[src/logic/arp_pkg.sv]
// Shared constants, types and timing counts for the result output port
package arp_pkg;

  // ==========================================================
  // Result word and code format
  localparam int RESULT_BITS = 16;
  localparam logic [15:0] CODE_MSB_FLIP = 16'h8000;
  localparam logic [15:0] OUT_RESET = 16'h0000;
  localparam logic [3:0] BIT_LAST = 4'hF;
  localparam int BYTE_HI_POS = 8;

  // ==========================================================
  // Timing at the core clock
  localparam int CLK_PERIOD_NS = 50;
  localparam int CONV_TIME_NS = 2200;
  localparam int CONV_CYCLES =
    (CONV_TIME_NS + CLK_PERIOD_NS - 1) / CLK_PERIOD_NS;
  localparam logic [5:0] CONV_LAST = 6'(CONV_CYCLES - 1);
  localparam int BUSY_RISE_NS = 90;
  localparam int BUSY_RISE_CYCLES =
    (BUSY_RISE_NS + CLK_PERIOD_NS - 1) / CLK_PERIOD_NS;
  localparam logic [5:0] BUSY_RISE_LAST = 6'(BUSY_RISE_CYCLES - 1);

  // ==========================================================
  // Internal shift clock, about 900 kHz
  localparam int DCLK_RATE_KHZ = 900;
  localparam int DCLK_PERIOD_CYCLES =
    1000000 / (DCLK_RATE_KHZ * CLK_PERIOD_NS);
  localparam logic [4:0] DCLK_LAST = 5'(DCLK_PERIOD_CYCLES - 1);
  localparam logic [4:0] DCLK_RISE_AT = 5'(DCLK_PERIOD_CYCLES / 4);
  localparam logic [4:0] DCLK_FALL_AT =
    5'(DCLK_PERIOD_CYCLES / 4 + DCLK_PERIOD_CYCLES / 2);

  // ==========================================================
  // Types
  typedef struct packed {
    logic cs_n;
    logic read_convert;
    logic byte_select;
    logic code_format_select;
    logic clock_source_select;
    logic shift_clock;
    logic daisy_chain;
  } arp_pins_type;

  localparam int PIN_BITS = $bits(arp_pins_type);
  // Idle pin levels; an all-zero reset would read as a convert command
  localparam logic [PIN_BITS-1:0] PINS_IDLE = 7'h64;

  typedef enum logic [1:0] {
    ST_IDLE,
    ST_CONVERT,
    ST_FINISH,
    ST_RISE
  } arp_state_type;

endpackage

[src/logic/arp_sync2.sv]
// Two flip-flop synchroniser for a bundle of pin levels
`timescale 1ns/1ps
module arp_sync2 #(
  parameter int WIDTH = 1,
  parameter logic [WIDTH-1:0] INIT = '0
) (
  input wire logic clock,
  input wire logic reset,
  input wire logic [WIDTH-1:0] async_in,
  output logic [WIDTH-1:0] sync_out
);

  logic [WIDTH-1:0] meta_reg;

  // ==========================================================
  // First stage feeds only the second
  always_ff @(posedge clock) begin
    if (reset) begin
      meta_reg <= INIT;
      sync_out <= INIT;
    end else begin
      meta_reg <= async_in;
      sync_out <= meta_reg;
    end
  end

endmodule

[src/logic/arp_result_port.sv]
// Result output port of a 16-bit converter: format, parallel and serial
`timescale 1ns/1ps
// What this block does
// - Format select high gives straight binary, low gives two's complement.
// - Codes are the core code as is, or with the top bit flipped.
// - First conversion after reset is flagged as not valid.
// - Parallel reads keep the output register; each serial pulse but the first external one after select shifts it.
// - Parallel pins driven only with chip select low and read high.
// - Byte select low gives upper byte, high gives lower byte.
// - Output register holds no meaningful value until a conversion loads it.
// - Busy returns high only after the output register was updated.
// - Previous result stays put during conversion in external mode; internal mode shifts it out. Host waits for busy.
// - Busy drops at once when a conversion start is seen.
// - Busy rises a fixed short delay after the load, which waits for any internal transfer to end.
// - Serial output is always driven.
// - Internal mode start also runs the internal shift clock out.
// - Internal mode sends previous result, MSB first, sixteen pulses.
// - In internal mode, each serial bit is steady across both edges of its pulse.
// - After sixteen pulses clock stays low, output shows latched chain bit.
// - External mode still converts on the internal timing.
// - External mode read shifts out whatever the output register holds.
// - Start seen as busy rises runs without acquisition, data invalid.
// - Start commands while busy are ignored.
// - Chain input lets several converters form one serial stream.
// - In external mode, after sixteen bits, chain input bits follow, one per clock.
module arp_result_port
  import arp_pkg::*;
(
  input wire logic clock,
  input wire logic reset,
  input wire logic cs_n,
  input wire logic read_convert,
  input wire logic byte_select,
  input wire logic code_format_select,
  input wire logic clock_source_select,
  input wire logic serial_shift_clock_in,
  input wire logic daisy_chain_in,
  input wire logic [15:0] analog_code,
  output logic [7:0] parallel_result_pins,
  output logic parallel_result_oe,
  output logic serial_shift_clock_out,
  output logic serial_shift_clock_oe,
  output logic serial_result_out,
  output logic conv_busy_n,
  output logic result_valid
);

  // ==========================================================
  // Pin synchronisation
  arp_pins_type pins_raw;
  arp_pins_type pins_s;

  assign pins_raw = arp_pins_type'({cs_n, read_convert, byte_select,
    code_format_select, clock_source_select, serial_shift_clock_in,
    daisy_chain_in});

  arp_sync2 #(
    .WIDTH(PIN_BITS),
    .INIT(PINS_IDLE)
  ) u_sync (
    .clock(clock),
    .reset(reset),
    .async_in(pins_raw),
    .sync_out(pins_s)
  );

  logic start_req;
  logic read_sel;
  logic ext_mode;
  logic ext_rise;
  logic shift_clock_prev_reg;
  logic read_sel_prev_reg;

  // Select lines are level-sensitive, so no edge is needed to start
  assign start_req = ~pins_s.cs_n & ~pins_s.read_convert;
  assign read_sel = ~pins_s.cs_n & pins_s.read_convert;
  assign ext_mode = pins_s.clock_source_select;
  assign ext_rise = pins_s.shift_clock & ~shift_clock_prev_reg;

  always_ff @(posedge clock) begin
    if (reset) begin
      shift_clock_prev_reg <= 1'b0;
      read_sel_prev_reg <= 1'b0;
    end else begin
      shift_clock_prev_reg <= pins_s.shift_clock;
      read_sel_prev_reg <= read_sel;
    end
  end

  // ==========================================================
  // Conversion sequencer
  arp_state_type state_reg;
  logic [5:0] conv_cnt_reg;
  logic tx_active_reg;
  logic start_ok;
  logic load;

  assign start_ok = (state_reg == ST_IDLE) & start_req;
  assign load = (state_reg == ST_FINISH) & ~tx_active_reg;

  always_ff @(posedge clock) begin
    if (reset) begin
      state_reg <= ST_IDLE;
      conv_cnt_reg <= 6'h00;
    end else begin
      case (state_reg)
        ST_IDLE: begin
          if (start_req) begin
            state_reg <= ST_CONVERT;
            conv_cnt_reg <= 6'h00;
          end
        end
        ST_CONVERT: begin
          // Same timing in both clock modes
          if (conv_cnt_reg == CONV_LAST) begin
            state_reg <= ST_FINISH;
          end else begin
            conv_cnt_reg <= conv_cnt_reg + 6'h01;
          end
        end
        ST_FINISH: begin
          // Held until the internal transfer drains the old result
          if (!tx_active_reg) begin
            state_reg <= ST_RISE;
            conv_cnt_reg <= 6'h00;
          end
        end
        ST_RISE: begin
          if (conv_cnt_reg == BUSY_RISE_LAST) begin
            state_reg <= ST_IDLE;
          end else begin
            conv_cnt_reg <= conv_cnt_reg + 6'h01;
          end
        end
        default: begin
          state_reg <= ST_IDLE;
        end
      endcase
    end
  end

  // ==========================================================
  // Busy flag
  always_ff @(posedge clock) begin
    if (reset) begin
      conv_busy_n <= 1'b1;
    end else if (start_ok) begin
      conv_busy_n <= 1'b0;
    end else if (state_reg == ST_RISE && conv_cnt_reg == BUSY_RISE_LAST) begin
      conv_busy_n <= 1'b1;
    end
  end

  // ==========================================================
  // Sample capture and validity
  logic [15:0] sample_reg;
  logic acquired_reg;
  logic first_done_reg;
  logic just_idle_reg;

  always_ff @(posedge clock) begin
    if (reset) begin
      just_idle_reg <= 1'b0;
    end else begin
      just_idle_reg <= (state_reg == ST_RISE) &&
        (conv_cnt_reg == BUSY_RISE_LAST);
    end
  end

  always_ff @(posedge clock) begin
    if (reset) begin
      sample_reg <= OUT_RESET;
      acquired_reg <= 1'b0;
    end else if (start_ok) begin
      sample_reg <= analog_code;
      // Start already pending as busy rose: no track time
      acquired_reg <= ~just_idle_reg;
    end
  end

  always_ff @(posedge clock) begin
    if (reset) begin
      first_done_reg <= 1'b0;
      result_valid <= 1'b0;
    end else if (load) begin
      first_done_reg <= 1'b1;
      result_valid <= acquired_reg & first_done_reg;
    end
  end

  // ==========================================================
  // Internal shift clock transfer
  logic [4:0] phase_reg;
  logic [3:0] bit_cnt_reg;
  logic tag_latched_reg;
  logic int_shift;

  assign int_shift = tx_active_reg & (phase_reg == DCLK_LAST);

  always_ff @(posedge clock) begin
    if (reset) begin
      tx_active_reg <= 1'b0;
      phase_reg <= 5'h00;
      bit_cnt_reg <= 4'h0;
      tag_latched_reg <= 1'b0;
    end else if (start_ok && !ext_mode) begin
      tx_active_reg <= 1'b1;
      phase_reg <= 5'h00;
      bit_cnt_reg <= 4'h0;
      tag_latched_reg <= pins_s.daisy_chain;
    end else if (tx_active_reg) begin
      if (phase_reg == DCLK_LAST) begin
        phase_reg <= 5'h00;
        if (bit_cnt_reg == BIT_LAST) begin
          tx_active_reg <= 1'b0;
        end else begin
          bit_cnt_reg <= bit_cnt_reg + 4'h1;
        end
      end else begin
        phase_reg <= phase_reg + 5'h01;
      end
    end
  end

  // Shift lands mid-low phase, well clear of both edges
  always_ff @(posedge clock) begin
    if (reset) begin
      serial_shift_clock_out <= 1'b0;
      serial_shift_clock_oe <= 1'b0;
    end else begin
      serial_shift_clock_out <= tx_active_reg &&
        (phase_reg >= DCLK_RISE_AT) && (phase_reg < DCLK_FALL_AT);
      serial_shift_clock_oe <= ~ext_mode;
    end
  end

  // ==========================================================
  // External shift clock reads
  logic skip_reg;
  logic ext_shift;

  // Host keeps the pin low in parallel use, so no edges arrive
  assign ext_shift = ext_mode & read_sel & ext_rise & ~skip_reg;

  // First rising edge after select only presents the MSB
  always_ff @(posedge clock) begin
    if (reset) begin
      skip_reg <= 1'b1;
    end else if (read_sel && !read_sel_prev_reg) begin
      skip_reg <= 1'b1;
    end else if (ext_mode && read_sel && ext_rise) begin
      skip_reg <= 1'b0;
    end
  end

  // ==========================================================
  // Output register
  logic [15:0] out_reg;
  logic [15:0] formatted;

  assign formatted = pins_s.code_format_select ?
    (sample_reg ^ CODE_MSB_FLIP) : sample_reg;

  // Only a load or a shift touches it; no parallel read does
  always_ff @(posedge clock) begin
    if (reset) begin
      out_reg <= OUT_RESET;
    end else if (load) begin
      out_reg <= formatted;
    end else if (int_shift) begin
      out_reg <= {out_reg[14:0], tag_latched_reg};
    end else if (ext_shift) begin
      out_reg <= {out_reg[14:0], pins_s.daisy_chain};
    end
  end

  assign serial_result_out = out_reg[15];

  // ==========================================================
  // Parallel byte port
  always_ff @(posedge clock) begin
    if (reset) begin
      parallel_result_pins <= 8'h00;
      parallel_result_oe <= 1'b0;
    end else begin
      parallel_result_oe <= read_sel;
      if (pins_s.byte_select) begin
        parallel_result_pins <= out_reg[7:0];
      end else begin
        parallel_result_pins <= out_reg[15:BYTE_HI_POS];
      end
    end
  end

  // ==========================================================
  // Checks
  logic [4:0] pulse_cnt_reg;

  always_ff @(posedge clock) begin
    if (reset) begin
      pulse_cnt_reg <= 5'h00;
    end else if (start_ok && !ext_mode) begin
      pulse_cnt_reg <= 5'h00;
    end else if (int_shift) begin
      pulse_cnt_reg <= pulse_cnt_reg + 5'h01;
    end
  end
endmodule

[config.mk]
export PLATFORM = sky130hd
export DESIGN_NAME = arp_result_port
export DESIGN_NICKNAME = d
export VERILOG_FILES = /design/src/logic/arp_pkg.sv /design/src/logic/arp_sync2.sv /design/src/logic/arp_result_port.sv
export SDC_FILE = /design/constraint.sdc
export NUM_CORES = 1
export LEC_CHECK = 0
export BUFFER_PORTS_ARGS = -buffer_cell sky130_fd_sc_hd__buf_2
export CAP_MARGIN = 5
export CORE_UTILIZATION = 45
export DETAILED_ROUTE_END_ITERATION = 16
export GPL_TIMING_DRIVEN = 0
export PLACE_DENSITY = 0.63
export SLEW_MARGIN = 10
export SYNTH_ARGS = -nofsm -noshare
export SYNTH_HDL_FRONTEND = slang
export SYNTH_SLANG_ARGS = --single-unit
[constraint.sdc]
create_clock -name clock -period 2.6 [get_ports clock]
set_clock_uncertainty 0.1 [all_clocks]
set_input_delay 0.13 -clock clock [delete_from_list [all_inputs] [get_ports clock]]
set_output_delay 0.13 -clock clock [all_outputs]
set_load 0.05 [all_outputs]
==> results.sh <==
export IMPL_outcome="finished clean"
export IMPL_io_buffers=37
export IMPL_fmax_ghz=0.4865
export IMPL_rsz0062_at_grt="no"
export IMPL_synth_top_area_share_pct=47.96
export IMPL_place_inst=512
export IMPL_cap_violations=0
export IMPL_viasPerCell=5.074
export IMPL_die_y_um=89.75
export IMPL_min_period_ns=2.055
export IMPL_setup_viol=0
export IMPL_cp_slowest_cell="clkbuf_1"
export IMPL_yosysSeqAreaShare_pct=47.96
export IMPL_synth_edff_count=0
export IMPL_async_flop_share_pct=0
export IMPL_worst_ep_required_time_ns=2.75
export IMPL_dp_hpwl_um=5203
export IMPL_cp_end_kind="register"
export IMPL_wirelength_um=7624
export IMPL_synthToLayoutAreaGrowth_pct=23.08
export IMPL_timing_rr_start="state_reg[0]"
export IMPL_cts_root_buf="clkbuf_8"
export IMPL_synth_seq_cells=83
export IMPL_antenna_found_initial=0
export IMPL_finalPower_mw=2.815
export IMPL_clkTransAtPathRegs_ns=0.08
export IMPL_cpMostUsedCell="clkbuf_1"
export IMPL_hold_class="in -> reg"
export IMPL_layout_drive_gt1_share_pct=20.09
export IMPL_die_area_mm2=0.008054
export IMPL_fillCellCount=643
export IMPL_initial_core_util_pct=47.26
export IMPL_rrSetupSlack_ns=0.54
export IMPL_hold_viol=0
export IMPL_power_density_mw_per_mm2=660.1
export IMPL_clock_sinks=83
export IMPL_critPathArrivalTime_ns=2.21
export IMPL_max_slew_margin_rel_pct=59.53
export IMPL_io_pins=39
export IMPL_crit_type="reg -> reg"
export IMPL_firstDrtPassIters=4
export IMPL_finalNetCount=482
export IMPL_antennaDiodeCount=0
export IMPL_globalplace_congestion=0.7894
export IMPL_yosys_warnings=0
export IMPL_postRouteAntennaNets=0
export IMPL_start_kind="register"
export IMPL_crit_fanout=10
export IMPL_cts_inserted_buffers=9
export IMPL_grt_pass1_vias=2716
export IMPL_yosysMostFrequentCell="dfxtp_1"
export IMPL_crit_chain="inv_1 > ha_1 > nor2b_1 > clkbuf_1 > clkbuf_1 > nor4_1 > a211oi_1"
export IMPL_overflow=0
export IMPL_die_w_um=89.75
export IMPL_placed_cell_area_mm2=0.003774
export IMPL_cts_tree="done"
export IMPL_netlist_instances=376
export IMPL_synth_common_cells="dfxtp_1, nand2_1, nor2_1, a21oi_1, o21ai_0"
export IMPL_slew_violations=0
export IMPL_synth_flop_cell="dfxtp_1"
export IMPL_synth_avg_cell_area_um2=9.214
export IMPL_utilization_pct=58.17
export IMPL_clockBufferDepth=2
export IMPL_clk_latency_ns=0.34
export IMPL_yosysTopAreaCell="dfxtp_1"
export IMPL_syn_area_mm2=0.003465
export IMPL_h_tree_depth=3
export IMPL_seqCellArea_mm2=0.001662
export IMPL_finalInstanceArea_mm2=0.004264
export IMPL_vias=2801
export IMPL_multi_input_area_mm2=0.001653
export IMPL_wl_per_cell_um=13.81
export IMPL_p_leak_nw=1.585
export IMPL_grt_pass1_wl_um=12990
export IMPL_irDropWorstVdd_mv=0.3349
export IMPL_cts_resized=0
export IMPL_drtIter0Drc=133
export IMPL_grt_max_degree=15
export IMPL_grt_use_total_pct=20.48
export IMPL_critPathLaunch="state_reg[0]"
export IMPL_worst_pin_slew_ns=0.5976
export IMPL_postCtsSetupBuffers=0
export IMPL_min_period_over_period_pct=79.06
export IMPL_setup_tns_ns=0
export IMPL_synth_area_leaders="dfxtp_1, nand2_1, nor2_1"
export IMPL_final_cells=552
export IMPL_rows=31
export IMPL_synth_distinct_cells=48
export IMPL_hp_start="reset"
export IMPL_critPathMaxStageDelay_ns=0.39
export IMPL_synth_net_count=410
export IMPL_drc=0
export IMPL_core_area_mm2=0.007331
[area by class of cell]
class / count / share of cell area (%)
clock buffers: 10 / 3.228
inverters: 11 / 0.9683
clock inverters: 6 / 2.641
flip-flops and latches: 83 / 38.97
well taps: 99 / 2.905
repair buffers: 61 / 9.977
plain buffers: 21 / 2.553
multi-input cells: 261 / 38.76
[cell usage in the layout, fill, tap and decap left out, types with 10 or more instances in the layout]
cell type and count:
dfxtp_1 83, nand2_1 46, nor2_1 43, buf_2 42, dlygate4sd3_1 24, o21ai_0 23, a21oi_1 23, nor4_1 16
clkbuf_1 14, inv_1 11, mux2i_1 11, nor2b_1 10, a211oi_2 10, clkbuf_8 10
[metal layers]
metal | up-vias | part of all wire (%) | global-route usage (%)
met2 | 56 | 45 | 32.50
met5 | - | 0 | 0
met4 | 0 | 1.7 | 6.831
met3 | 14 | 3.7 | 5.330
met1 | 1286 | 50 | 27.11
li1 | 1445 | - | -
[power by group]
part | switching (mW) | internal, mW
Sequential | 0.0323 | 1.31
Combinational | 0.197 | 0.150
Clock | 0.459 | 0.664
Total | 0.688 | 2.13
[worst paths after layout]
kind	endpoint	cells after the start
setup / recovery	out_reg[15]	7
hold / removal	serial_shift_clock_oe	3
setup reg to reg	out_reg[15]	7
hold reg to reg	u_sync.sync_out[2]	1
[cells by family (layout without fill, tap and decap cells)]
family	after synthesis	count (layout)	synth area share, %
buffers and inverters	32	109	4.334
xor gates and xnor gates	10	10	2.528
AOI/OAI and AO/OA	74	74	14.84
adders and majority gates	9	9	3.250
DFF	83	83	47.96
and+or+nand+nor	157	157	23.91
muxes	11	11	3.178
[worst max-delay path, delay by kind of cell (launching register included)]
kind            cells  cell delay (ns)
simple gates        2             0.27
buf+inv             3             0.75
compound gates      1             0.26
fa+ha+maj           1             0.23
flops               1             0.36
[per-stage QoR]
step | setup WS (ns) | hold slack, ns
floorplan | 0.8361 | 0.1338
global placement | 0.6185 | 0.2121
detailed placement | 0.5683 | 0.2135
CTS | 0.5238 | 0.2766
global route | 0.3607 | 0.3238
finish | 0.5445 | 0.2886
[what timing repair did]
item / CTS / global route
hold buffers: 24 / 0
endpoints found under the hold margin: 23 / 0
setup endpoints to repair: 0 / 0
(Power assumes the default switching activity.)
